[src/logic/odl_pkg.sv]
/*
 Shared constants, types and register layout of the one-wire debug link controller.
 Assumes a single 100 MHz core clock; the link line is sampled synchronously to it.
*/
`default_nettype none
package odl_pkg;
	localparam int unsigned CLK_HZ = 100_000_000;
	localparam int unsigned CLK_PERIOD_NS = 10;

	// start-up window: 65536 link cycles, 16.4 ms at a 4 MHz link clock
	localparam int unsigned STARTUP_TIMEOUT_DEF = 65536;
	localparam int unsigned STARTUP_TIMEOUT_US_AT_4MHZ = 16400;
	localparam int unsigned STARTUP_CNT_W = 17;

	// output driver hold-off after every system reset
	localparam int unsigned GPIO_GUARD_US = 8800;
	localparam int unsigned GPIO_GUARD_CYCLES_DEF = GPIO_GUARD_US * (CLK_HZ / 1_000_000);
	localparam int unsigned GPIO_CNT_W = 20;

	// baud measurement: 16-bit total over 8 bits of the sync character
	localparam int unsigned BAUD_W = 16;
	localparam int unsigned SYNC_SHIFT = 3;
	localparam int unsigned BIT_W = BAUD_W - SYNC_SHIFT;
	localparam logic [2:0] SYNC_FALLS_LAST = 3'h3;
	localparam logic [BIT_W-1:0] MIN_BIT_CYCLES = 13'h0008;
	localparam logic [BIT_W-1:0] BIT_MAX = 13'h1fff;
	localparam logic [BIT_W-1:0] BIT_ONE = 13'h0001;
	localparam logic [7:0] SYNC_CHAR = 8'h55;

	// frame: start, 8 data, even parity, 2 stop
	localparam logic [3:0] FRAME_LAST = 4'hb;
	localparam logic [3:0] DATA_FIRST = 4'h1;
	localparam logic [3:0] PARITY_POS = 4'h9;
	localparam logic [3:0] STOP_FIRST = 4'ha;
	localparam logic [4:0] BREAK_BITS = 5'h0c;
	localparam int unsigned LOW_CNT_W = 18;
	localparam logic [3:0] IDLE_SAT = 4'hf;

	localparam logic FUSE_PIN_LINK = 1'b1;

	// error signature codes
	localparam logic [2:0] ERR_NONE = 3'h0;
	localparam logic [2:0] ERR_PARITY = 3'h1;
	localparam logic [2:0] ERR_FRAME = 3'h2;
	localparam logic [2:0] ERR_CONTENTION = 3'h3;
	localparam logic [2:0] ERR_ACCESS_TIMEOUT = 3'h4;

	// register map (byte addresses)
	localparam int unsigned ADDR_W = 8;
	localparam logic [7:0] ADDR_CTRL_A = 8'h00;
	localparam logic [7:0] ADDR_CTRL_B = 8'h04;
	localparam logic [7:0] ADDR_STATUS = 8'h08;
	localparam logic [7:0] ADDR_BAUD = 8'h0c;
	localparam int unsigned CA_GUARD_LSB = 0;
	localparam int unsigned CA_CLKSEL_LSB = 4;
	localparam int unsigned CB_DISABLE_BIT = 0;
	localparam int unsigned ST_STATE_LSB = 0;
	localparam int unsigned ST_SIG_LSB = 8;
	localparam int unsigned ST_OWNED_BIT = 12;
	localparam int unsigned ST_CLKREQ_BIT = 13;
	localparam int unsigned ST_NEEDSYNC_BIT = 14;

	localparam logic [1:0] AXI_OKAY = 2'h0;
	localparam logic [1:0] AXI_SLVERR = 2'h2;

	typedef struct packed {
		logic [1:0] clk_sel;
		logic [2:0] guard;
	} odl_ctrl_t;

	localparam logic [1:0] CLKSEL_DEFAULT = 2'h3;
	localparam logic [2:0] GUARD_RESET = 3'h1;
	localparam odl_ctrl_t CTRL_RESET = '{clk_sel: CLKSEL_DEFAULT, guard: GUARD_RESET};

	typedef enum logic [3:0] {
		ST_OFF,
		ST_DRIVE_LOW,
		ST_WAIT_START,
		ST_SYNC,
		ST_IDLE,
		ST_RX,
		ST_TX,
		ST_ERROR
	} odl_state_t;
endpackage
`default_nettype wire

[src/logic/odl_sync_meas.sv]
/*
 Sync character timer: measures the 0x55 pattern from its start edge to its fifth falling edge.
 Assumes start is a one-cycle pulse on the start-bit falling edge and line_in is synchronous.
*/
`default_nettype none
module odl_sync_meas
	import odl_pkg::*;
(
	input wire logic core_clk,
	input wire logic arst_n,
	input wire logic ce,
	input wire logic start,
	input wire logic abort,
	input wire logic line_in,
	output logic busy,
	output logic done,
	output logic ok,
	output logic [BIT_W-1:0] bit_len
);
	logic [BAUD_W:0] cnt;
	logic [2:0] falls;
	logic line_prev;
	logic fall;
	logic too_short;

	assign fall = line_prev & ~line_in;
	assign too_short = cnt[BAUD_W-1:SYNC_SHIFT] < MIN_BIT_CYCLES;

	always_ff @(posedge core_clk or negedge arst_n)
	begin
		if (!arst_n)
			line_prev <= 1'b1;
		else if (ce)
			line_prev <= line_in;
	end

	always_ff @(posedge core_clk or negedge arst_n)
	begin
		if (!arst_n)
		begin
			busy <= 1'b0;
			done <= 1'b0;
			ok <= 1'b0;
			cnt <= '0;
			falls <= '0;
			bit_len <= BIT_MAX;
		end
		else if (ce)
		begin
			done <= 1'b0;
			if (abort)
			begin
				busy <= 1'b0;
				bit_len <= BIT_MAX;
			end
			else if (start)
			begin
				busy <= 1'b1;
				cnt <= (BAUD_W+1)'(1);
				falls <= '0;
			end
			else if (busy)
			begin
				cnt <= cnt + (BAUD_W+1)'(1);
				if (cnt[BAUD_W])
				begin
					busy <= 1'b0;
					done <= 1'b1;
					ok <= 1'b0;
				end
				else if (fall)
				begin
					falls <= falls + 3'h1;
					if (falls == SYNC_FALLS_LAST)
					begin
						busy <= 1'b0;
						done <= 1'b1;
						ok <= !too_short;
						if (!too_short)
							bit_len <= cnt[BAUD_W-1:SYNC_SHIFT];
					end
				end
			end
		end
	end
endmodule
`default_nettype wire

[src/logic/odl_link_ctrl.sv]
/*
 One-wire debug link control: pin takeover, enable and start-up checks, break and error
 handling, guard time, byte framing, and an AXI4-Lite register slave.
 Assumes hv_pulse is already a synchronised one-cycle pulse and the fuse is static.
*/
// Implementation choices: register access over AXI4-Lite and the address map.
`default_nettype none
module odl_link_ctrl
	import odl_pkg::*;
#(
	parameter int unsigned STARTUP_TIMEOUT = STARTUP_TIMEOUT_DEF,
	parameter int unsigned GPIO_GUARD_CYCLES = GPIO_GUARD_CYCLES_DEF
)
(
	input wire logic core_clk,
	input wire logic arst_n,
	input wire logic ce,
	input wire logic [ADDR_W-1:0] s_axi_awaddr,
	input wire logic s_axi_awvalid,
	output logic s_axi_awready,
	input wire logic [31:0] s_axi_wdata,
	input wire logic [3:0] s_axi_wstrb,
	input wire logic s_axi_wvalid,
	output logic s_axi_wready,
	output logic [1:0] s_axi_bresp,
	output logic s_axi_bvalid,
	input wire logic s_axi_bready,
	input wire logic [ADDR_W-1:0] s_axi_araddr,
	input wire logic s_axi_arvalid,
	output logic s_axi_arready,
	output logic [31:0] s_axi_rdata,
	output logic [1:0] s_axi_rresp,
	output logic s_axi_rvalid,
	input wire logic s_axi_rready,
	input wire logic line_in,
	output logic line_out,
	output logic line_oe,
	output logic pullup_en,
	input wire logic fuse_reset_pin_config,
	input wire logic hv_pulse,
	input wire logic clk_ready,
	output logic clk_req,
	output logic [1:0] link_clock_select,
	input wire logic sys_reset_evt,
	output logic gpio_oe_allow,
	output logic sys_reset_req,
	input wire logic rx_expect_sync,
	output logic rx_valid,
	output logic [7:0] rx_data,
	input wire logic tx_valid,
	input wire logic [7:0] tx_data,
	output logic tx_ready,
	input wire logic acc_timeout,
	input wire logic sig_read
);
	odl_state_t state;
	odl_ctrl_t ctrl;
	logic fuse_link, fuse_seen, hv_owned, pin_owned;
	logic line_prev, fall, brk, link_dis, need_sync;
	logic [STARTUP_CNT_W-1:0] start_cnt;
	logic [GPIO_CNT_W-1:0] gpio_cnt;
	logic [LOW_CNT_W-1:0] low_cnt, brk_lim;
	logic [BIT_W-1:0] tick, bit_len;
	logic [3:0] bcnt, idle_bits;
	logic [8:0] rx_sh;
	logic [11:0] tx_sh;
	logic stop_bad, guard_met, frame_end, bit_end;
	logic meas_start, meas_busy, meas_done, meas_ok;
	logic err_par, err_frm, err_cont, err_acc, err_evt;
	logic [2:0] err_code, error_signature;
	logic aw_hold, w_hold, wr_fire, rd_fire;
	logic [ADDR_W-1:0] awaddr_q;
	logic [31:0] wdata_q, rd_word;
	logic [3:0] wstrb_q;

	function automatic logic reg_hit(input logic [ADDR_W-1:0] a);
		reg_hit = (a == ADDR_CTRL_A) || (a == ADDR_CTRL_B) || (a == ADDR_STATUS) || (a == ADDR_BAUD);
	endfunction

	// fuse caught once after reset release
	always_ff @(posedge core_clk or negedge arst_n)
	begin
		if (!arst_n)
		begin
			fuse_link <= 1'b0;
			fuse_seen <= 1'b0;
		end
		else if (ce && !fuse_seen)
		begin
			fuse_link <= (fuse_reset_pin_config == FUSE_PIN_LINK);
			fuse_seen <= 1'b1;
		end
	end

	// only power-on reset frees the pin
	always_ff @(posedge core_clk or negedge arst_n)
	begin
		if (!arst_n)
			hv_owned <= 1'b0;
		else if (ce && hv_pulse)
			hv_owned <= 1'b1;
	end

	assign pin_owned = fuse_link | hv_owned;
	assign pullup_en = pin_owned;

	always_ff @(posedge core_clk or negedge arst_n)
	begin
		if (!arst_n)
			gpio_cnt <= GPIO_CNT_W'(GPIO_GUARD_CYCLES);
		else if (ce)
		begin
			if (sys_reset_evt)
				gpio_cnt <= GPIO_CNT_W'(GPIO_GUARD_CYCLES);
			else if (gpio_cnt != '0)
				gpio_cnt <= gpio_cnt - GPIO_CNT_W'(1);
		end
	end
	assign gpio_oe_allow = fuse_seen && !pin_owned && (gpio_cnt == '0);

	always_ff @(posedge core_clk or negedge arst_n)
	begin
		if (!arst_n)
			line_prev <= 1'b1;
		else if (ce)
			line_prev <= line_in;
	end
	assign fall = line_prev & ~line_in;

	// break: line held low by the far end for twelve bit times
	assign brk_lim = LOW_CNT_W'(bit_len) * LOW_CNT_W'(BREAK_BITS);
	always_ff @(posedge core_clk or negedge arst_n)
	begin
		if (!arst_n)
			low_cnt <= '0;
		else if (ce)
		begin
			if (line_in || line_oe)
				low_cnt <= '0;
			else if (low_cnt <= brk_lim)
				low_cnt <= low_cnt + LOW_CNT_W'(1);
		end
	end
	assign brk = !line_in && !line_oe && (low_cnt == brk_lim) && (state > ST_WAIT_START);

	// AXI4-Lite slave, one write and one read in flight
	assign s_axi_awready = ce && !aw_hold;
	assign s_axi_wready = ce && !w_hold;
	assign s_axi_arready = ce && !s_axi_rvalid;
	assign wr_fire = aw_hold && w_hold && !s_axi_bvalid;
	assign rd_fire = s_axi_arvalid && s_axi_arready;
	assign link_dis = ce && wr_fire && (awaddr_q == ADDR_CTRL_B) && wstrb_q[0] && wdata_q[CB_DISABLE_BIT];

	always_ff @(posedge core_clk or negedge arst_n)
	begin
		if (!arst_n)
		begin
			aw_hold <= 1'b0;
			w_hold <= 1'b0;
			awaddr_q <= '0;
			wdata_q <= '0;
			wstrb_q <= '0;
			s_axi_bvalid <= 1'b0;
			s_axi_bresp <= AXI_OKAY;
		end
		else if (ce)
		begin
			if (s_axi_awvalid && s_axi_awready)
			begin
				aw_hold <= 1'b1;
				awaddr_q <= s_axi_awaddr;
			end
			else if (wr_fire)
				aw_hold <= 1'b0;
			if (s_axi_wvalid && s_axi_wready)
			begin
				w_hold <= 1'b1;
				wdata_q <= s_axi_wdata;
				wstrb_q <= s_axi_wstrb;
			end
			else if (wr_fire)
				w_hold <= 1'b0;
			if (wr_fire)
			begin
				s_axi_bvalid <= 1'b1;
				s_axi_bresp <= reg_hit(awaddr_q) ? AXI_OKAY : AXI_SLVERR;
			end
			else if (s_axi_bready)
				s_axi_bvalid <= 1'b0;
		end
	end

	always_comb
	begin
		rd_word = '0;
		if (s_axi_araddr == ADDR_CTRL_A)
		begin
			rd_word[CA_GUARD_LSB +: 3] = ctrl.guard;
			rd_word[CA_CLKSEL_LSB +: 2] = ctrl.clk_sel;
		end
		else if (s_axi_araddr == ADDR_STATUS)
		begin
			rd_word[ST_STATE_LSB +: 4] = state;
			rd_word[ST_SIG_LSB +: 3] = error_signature;
			rd_word[ST_OWNED_BIT] = pin_owned;
			rd_word[ST_CLKREQ_BIT] = clk_req;
			rd_word[ST_NEEDSYNC_BIT] = need_sync;
		end
		else if (s_axi_araddr == ADDR_BAUD)
			rd_word[BIT_W-1:0] = bit_len;
	end

	always_ff @(posedge core_clk or negedge arst_n)
	begin
		if (!arst_n)
		begin
			s_axi_rvalid <= 1'b0;
			s_axi_rdata <= '0;
			s_axi_rresp <= AXI_OKAY;
		end
		else if (ce)
		begin
			if (rd_fire)
			begin
				s_axi_rvalid <= 1'b1;
				s_axi_rdata <= rd_word;
				s_axi_rresp <= reg_hit(s_axi_araddr) ? AXI_OKAY : AXI_SLVERR;
			end
			else if (s_axi_rready)
				s_axi_rvalid <= 1'b0;
		end
	end

	always_ff @(posedge core_clk or negedge arst_n)
	begin
		if (!arst_n)
			ctrl <= CTRL_RESET;
		else if (ce)
		begin
			if (link_dis)
				ctrl <= CTRL_RESET;
			else if (brk)
				ctrl.clk_sel <= CLKSEL_DEFAULT;
			else if (wr_fire && (awaddr_q == ADDR_CTRL_A) && wstrb_q[0])
			begin
				ctrl.guard <= wdata_q[CA_GUARD_LSB +: 3];
				ctrl.clk_sel <= wdata_q[CA_CLKSEL_LSB +: 2];
			end
		end
	end
	assign link_clock_select = ctrl.clk_sel;

	// system reset and key clear pulse
	always_ff @(posedge core_clk or negedge arst_n)
	begin
		if (!arst_n)
			sys_reset_req <= 1'b0;
		else if (ce)
			sys_reset_req <= link_dis;
	end

	// request held while the link is on
	assign clk_req = (state != ST_OFF);

	// sync owed after enable or break
	assign meas_start = fall && !brk && ((state == ST_WAIT_START) || ((state == ST_IDLE) && (need_sync || rx_expect_sync)));
	always_ff @(posedge core_clk or negedge arst_n)
	begin
		if (!arst_n)
			need_sync <= 1'b1;
		else if (ce)
		begin
			if (link_dis || hv_pulse || brk || state == ST_OFF)
				need_sync <= 1'b1;
			else if (meas_done && meas_ok)
				need_sync <= 1'b0;
		end
	end

	odl_sync_meas u_meas (
		.core_clk(core_clk),
		.arst_n(arst_n),
		.ce(ce),
		.start(meas_start),
		.abort(link_dis || hv_pulse || brk),
		.line_in(line_in),
		.busy(meas_busy),
		.done(meas_done),
		.ok(meas_ok),
		.bit_len(bit_len)
	);

	always_ff @(posedge core_clk or negedge arst_n)
	begin
		if (!arst_n)
			start_cnt <= '0;
		else if (ce)
			start_cnt <= (state == ST_WAIT_START) ? start_cnt + STARTUP_CNT_W'(1) : '0;
	end

	// bit timing shared by receive, transmit and idle counting
	assign bit_end = (tick == '0);
	assign frame_end = ((state == ST_RX) || (state == ST_TX)) && bit_end && (bcnt == FRAME_LAST);
	always_ff @(posedge core_clk or negedge arst_n)
	begin
		if (!arst_n)
		begin
			tick <= '0;
			bcnt <= '0;
			idle_bits <= '0;
		end
		else if (ce)
		begin
			if (state == ST_IDLE && fall)
			begin
				tick <= bit_len >> 1;
				bcnt <= '0;
			end
			else if (state == ST_IDLE && tx_valid && tx_ready)
			begin
				tick <= bit_len - BIT_ONE;
				bcnt <= '0;
			end
			else if (state == ST_RX || state == ST_TX || state == ST_IDLE)
			begin
				tick <= bit_end ? bit_len - BIT_ONE : tick - BIT_ONE;
				if (bit_end)
					bcnt <= bcnt + 4'h1;
			end
			else
				tick <= bit_len - BIT_ONE;
			// idle bits counted at the current rate
			if (state != ST_IDLE)
				idle_bits <= '0;
			else if (bit_end && idle_bits != IDLE_SAT)
				idle_bits <= idle_bits + 4'h1;
		end
	end

	// reply waits at least guard+1 idle bits
	assign guard_met = idle_bits > {1'b0, ctrl.guard};
	assign tx_ready = (state == ST_IDLE) && guard_met && !fall && !need_sync && !rx_expect_sync;

	// receive shift and checks
	always_ff @(posedge core_clk or negedge arst_n)
	begin
		if (!arst_n)
		begin
			rx_sh <= '0;
			stop_bad <= 1'b0;
			rx_valid <= 1'b0;
			rx_data <= '0;
		end
		else if (ce)
		begin
			rx_valid <= 1'b0;
			if (state == ST_RX && bit_end)
			begin
				if (bcnt == '0)
					stop_bad <= line_in;
				else if (bcnt <= PARITY_POS)
					rx_sh <= {line_in, rx_sh[8:1]};
				else if (!line_in)
					stop_bad <= 1'b1;
				// byte handed on only with good parity and framing
				if (frame_end && !err_par && !err_frm)
				begin
					rx_valid <= 1'b1;
					rx_data <= rx_sh[7:0];
				end
			end
		end
	end

	// transmit shift: start, data, even parity, two stops
	always_ff @(posedge core_clk or negedge arst_n)
	begin
		if (!arst_n)
			tx_sh <= '1;
		else if (ce)
		begin
			if (tx_valid && tx_ready)
				tx_sh <= {2'b11, ^tx_data, tx_data, 1'b0};
			else if (state == ST_TX && bit_end)
				tx_sh <= {1'b1, tx_sh[11:1]};
		end
	end
	assign line_oe = (state == ST_DRIVE_LOW) || (state == ST_TX);
	assign line_out = (state == ST_TX) && tx_sh[0];

	assign err_par = frame_end && (state == ST_RX) && (^rx_sh);
	assign err_frm = frame_end && (state == ST_RX) && (stop_bad || !line_in);
	assign err_cont = (state == ST_TX) && (tick == (bit_len >> 1)) && (line_in != tx_sh[0]);
	assign err_acc = acc_timeout && (state == ST_IDLE || state == ST_RX || state == ST_TX);
	assign err_evt = !brk && (err_par || err_frm || err_cont || err_acc);
	always_comb
	begin
		err_code = ERR_NONE;
		if (err_cont)
			err_code = ERR_CONTENTION;
		else if (err_frm)
			err_code = ERR_FRAME;
		else if (err_par)
			err_code = ERR_PARITY;
		else if (err_acc)
			err_code = ERR_ACCESS_TIMEOUT;
	end

	// new error wins over a read in the same cycle
	always_ff @(posedge core_clk or negedge arst_n)
	begin
		if (!arst_n)
			error_signature <= ERR_NONE;
		else if (ce)
		begin
			if (link_dis)
				error_signature <= ERR_NONE;
			else if (err_evt)
				error_signature <= err_code;
			else if (sig_read)
				error_signature <= ERR_NONE;
		end
	end

	always_ff @(posedge core_clk or negedge arst_n)
	begin
		if (!arst_n)
			state <= ST_OFF;
		else if (ce)
		begin
			if (link_dis || hv_pulse)
				state <= ST_OFF;
			else if (brk)
				state <= ST_IDLE;
			else if (err_evt)
				state <= ST_ERROR;
			else
			begin
				unique case (state)
					ST_OFF: if (pin_owned && fall) state <= ST_DRIVE_LOW;
					ST_DRIVE_LOW: if (clk_ready) state <= ST_WAIT_START;
					ST_WAIT_START:
						if (fall)
							state <= ST_SYNC;
						else if (start_cnt == STARTUP_CNT_W'(STARTUP_TIMEOUT - 1))
							state <= ST_OFF;
					ST_SYNC: if (meas_done) state <= meas_ok ? ST_IDLE : ST_OFF;
					ST_IDLE:
						if (meas_start)
							state <= ST_SYNC;
						else if (fall)
							state <= ST_RX;
						else if (tx_valid && tx_ready)
							state <= ST_TX;
					ST_RX: if (frame_end) state <= ST_IDLE;
					ST_TX: if (frame_end) state <= ST_IDLE;
					ST_ERROR: state <= ST_ERROR;
				endcase
			end
		end
	end
endmodule
`default_nettype wire

[config.mk]
export PLATFORM = sky130hd
export DESIGN_NAME = odl_link_ctrl
export DESIGN_NICKNAME = d
export VERILOG_FILES = /design/src/logic/odl_pkg.sv /design/src/logic/odl_sync_meas.sv /design/src/logic/odl_link_ctrl.sv
export SDC_FILE = /design/constraint.sdc
export NUM_CORES = 1
export LEC_CHECK = 0
export BUFFER_PORTS_ARGS = -buffer_cell sky130_fd_sc_hd__clkbuf_2
export CAP_MARGIN = 10
export CORE_MARGIN = 10
export CORE_UTILIZATION = 25
export CTS_CLUSTER_DIAMETER = 50
export CTS_CLUSTER_SIZE = 14
export DETAILED_ROUTE_END_ITERATION = 10
export SLEW_MARGIN = 20
export SYNTH_ARGS = -nofsm -noshare
export SYNTH_HDL_FRONTEND = slang
export SYNTH_HIERARCHICAL = 1
export SYNTH_SLANG_ARGS = --single-unit
[constraint.sdc]
create_clock -name core_clk -period 5.2 [get_ports core_clk]
set_clock_uncertainty 0.05 [all_clocks]
set_input_delay 0.26 -clock core_clk [delete_from_list [all_inputs] [get_ports core_clk]]
set_output_delay 0.26 -clock core_clk [all_outputs]
set_load 0.01 [all_outputs]
==> results.toml <==
[die]
dieArea_sq_mm = 0.05622
die_y_microns = 237.1
start_util_pct = 25.31
io_pins = 136
core-area_sq_mm = 0.04656
die_w_microns = 237.1
num_rows = 79

[synth]
ys_seq_area_share_pct = 41.60
ys.flop_type = "dfrtp_1"
syn_area_sq_mm = 0.01179
synth.avg_cell_area_sq_um = 9.302
synth_edf_count = 0
synthArstFlopShare_pct = 100.0
synth_cell_types = 90
synth_warnings = 6
synthCells = 1267
ys_ff_latch = 194

[global_routing]
antenna_found_initial = 0
grt_pass1_wl_mm = 51.71
gr-total-overflow = 0
grt_pass1_vias = 9416
grt_max_degree = 102
track_usage_pct = 11.30

[finish]
syn_to_final_growth_pct = 16.91
antenna_cells = 0
fillers = 4834
register_area_sq_mm = 0.004902
fin_nets = 1505
final_cell_mix = "156 x dfrtp_1, 132 x nand2_1, 123 x nor2_1"
drive_gt1_share_pct = 18.81
final_common_cell = "dfrtp_1"
multi_input_area_sq_mm = 0.006397

[sta]
slew_violations = 0
whs_ns = 0.01922
finalSetupViolCount = 0
rsz0062_at_grt = "false"
hold_viol = 0
timing.final.ws_setup_ns = 0.3297
fmax_mhz = 205.3
min_period_ns = 4.870
tightest_slew_ns = 0.9782
post-route-period-util_pct = 93.66
fin_tns_setup_ns = 0
slew_headroom_pct = 34.50

[detailed_routing]
postRouteAntennaNets = 0
dr_total_vias = 9539
wl_per_cell_microns = 16.14
drtIter0Drc = 599
route.detailed.drc = 0
via_per_inst = 4.796
wl_mm = 32.10
firstDrtPassIters = 5

[clock_network]
cts_buffers = 17
post_cts_buffers = 0
clockBufferDepth = 2
clkTransAtPathRegs_ns = 0.07
cts_max_level = 4
cts_tree = "built"
root_buffer = "clkbuf_16"
cts.sinks = 194
clock_latency_ns = 0.46

[worst_setup_path]
crit_required_ns = 5.53
crit_type = "flip-flop to flip-flop"
arrival_ns = 5.20
crit_fanout = 12
path_cells = "inv_1, buf_4, ha_1, a21o_1, a21oi_1, o21ai_0, o311ai_0, o21ai_1, o41ai_2, xnor2_1, ha_1, nand4b_1, or2_2, nor4_1, buf_4, nor2_2, buf_4, o21ai_1, or2_2, or4_1, a21oi_1"
r2r_cells = 21
cpPeakStageDelay_ns = 0.53
crit_path_start_kind = "flip-flop"
cp_slowest_cell = "dfstp_2"
critPathCaptureType = "flip-flop"
cp_common_cell = "buf_4"

[run_status]
status = "complete, no violations"

[placement]
dp_hpwl_mm = 23.79
gp_congestion = 0.8941
post-place-ws_ns = 0.08865
io_buffers = 86

[power]
ir_drop_v = 0.0002310
leakage_nw = 6.029
finalPower_mw = 4.651
power_density_mw_per_mm2 = 337.6

[min_path]
hold_depth = 2
hold_class = "input pin to flip-flop"

[job]
maxCapViolCount = 0
## through the flow
stage               instances  util [%]  area (sq um)
floorplan                1285         -         11850
global placement         1938     27.81         12950
detailed placement       1938     27.81         12950
CTS                      1988     29.51         13740
global route             1989     29.60         13780
finish                   1989     29.60         13780
## routing by layer
metal  wire length, microns  share of wire [%]  global-route usage (%)  vias up
met5                      0                  0                       0        -
met1                  14140                 44                   14.08     4645
met4                    646                2.0                   3.841        0
met3                   1285                4.0                   1.876       32
li1                       -                  -                       -     4692
met2                  16030                 50                   19.37      170
## repair_timing
action                                  4_1_cts  5_1_grt
endpoints found under the hold margin        97        1
endpoints found under the setup margin        0       37
resized for setup                             0        7
hold buffers                                 18        1
## where the power goes
part	internal (mW)	total, mW	switching, mW
logic	0.536	1.29	0.751
registers	1.72	1.96	0.246
clock network	0.779	1.40	0.624
total	3.03	4.65	1.62
## cells by family after synthesis
kind of cell / Yosys count / synth area share (%)
buffers and inverters: 129 / 4.937
multiplexers: 54 / 4.990
other: 1 / 0.03182
adder cells (fa/ha/maj): 60 / 6.413
AO/OA/AOI/OAI: 275 / 15.35
flip-flops: 194 / 41.60
XOR/XNOR: 88 / 6.657
AND/OR/NAND/NOR: 466 / 20.02
## final cells by class
type | instances | area share (%)
Sequential cell | 194 | 35.58
Clock buffer | 19 | 3.215
Timing Repair Buffer | 139 | 6.529
Multi-Input combinational cell | 962 | 46.43
Tap cell | 607 | 5.512
Inverter | 55 | 1.498
Clock inverter | 13 | 1.235
## path summary, 6_finish.rpt
check	start	slack (ns)	end
max	u_meas/bit_len[2]$_DFFE_PN1P_	0.33	u_meas/cnt[15]$_DFFE_PN0P_
min	s_axi_wdata[0]	0.02	wdata_q[0]$_DFFE_PN0P_
max reg2reg	u_meas/bit_len[2]$_DFFE_PN1P_	0.33	u_meas/cnt[15]$_DFFE_PN0P_
min reg2reg	hv_owned$_DFFE_PN0P_	0.41	hv_owned$_DFFE_PN0P_
max in group asynchronous	arst_n	3.66	u_meas/bit_len[12]$_DFFE_PN1P_
min in group asynchronous	arst_n	0.42	w_hold$_DFFE_PN0P_
## worst max-delay path: cells and delay by family, from the launching register on
kind,cells,cell delay (ns)
AO/OA/AOI/OAI,8,1.47
adder cells (fa/ha/maj),2,0.52
flip-flops,1,0.53
AND/OR/NAND/NOR,6,1.40
XOR/XNOR,1,0.18
buffers and inverters,4,0.66
## synthesized netlist by cell type, types with 23 or more instances
cell / instances / area share, %
a21oi_1: 51 / 2.2
buf_4: 23 / 1.5
clkbuf_1: 45 / 1.4
dfrtp_1: 156 / 33
dfstp_2: 38 / 8.5
ha_1: 58 / 6.2
inv_1: 55 / 1.8
mux2_2: 38 / 3.6
nand2_1: 132 / 4.2
nand3_1: 40 / 1.7
nor2_1: 124 / 3.9
nor3_1: 23 / 0.98
o21ai_0: 73 / 3.1
xnor2_1: 39 / 2.9
xor2_1: 48 / 3.6
## sequential cells by signal, indices dropped and copies added, names as in the netlist, 9 cells and up
name,flops
tick,13
start_cnt,17
tx_sh,10
rx_sh,9
low_cnt,18
u_meas/bit_len,13
u_meas/cnt,17
s_axi_rdata,15
gpio_cnt,20
Power figures use the tool's default switching activity.
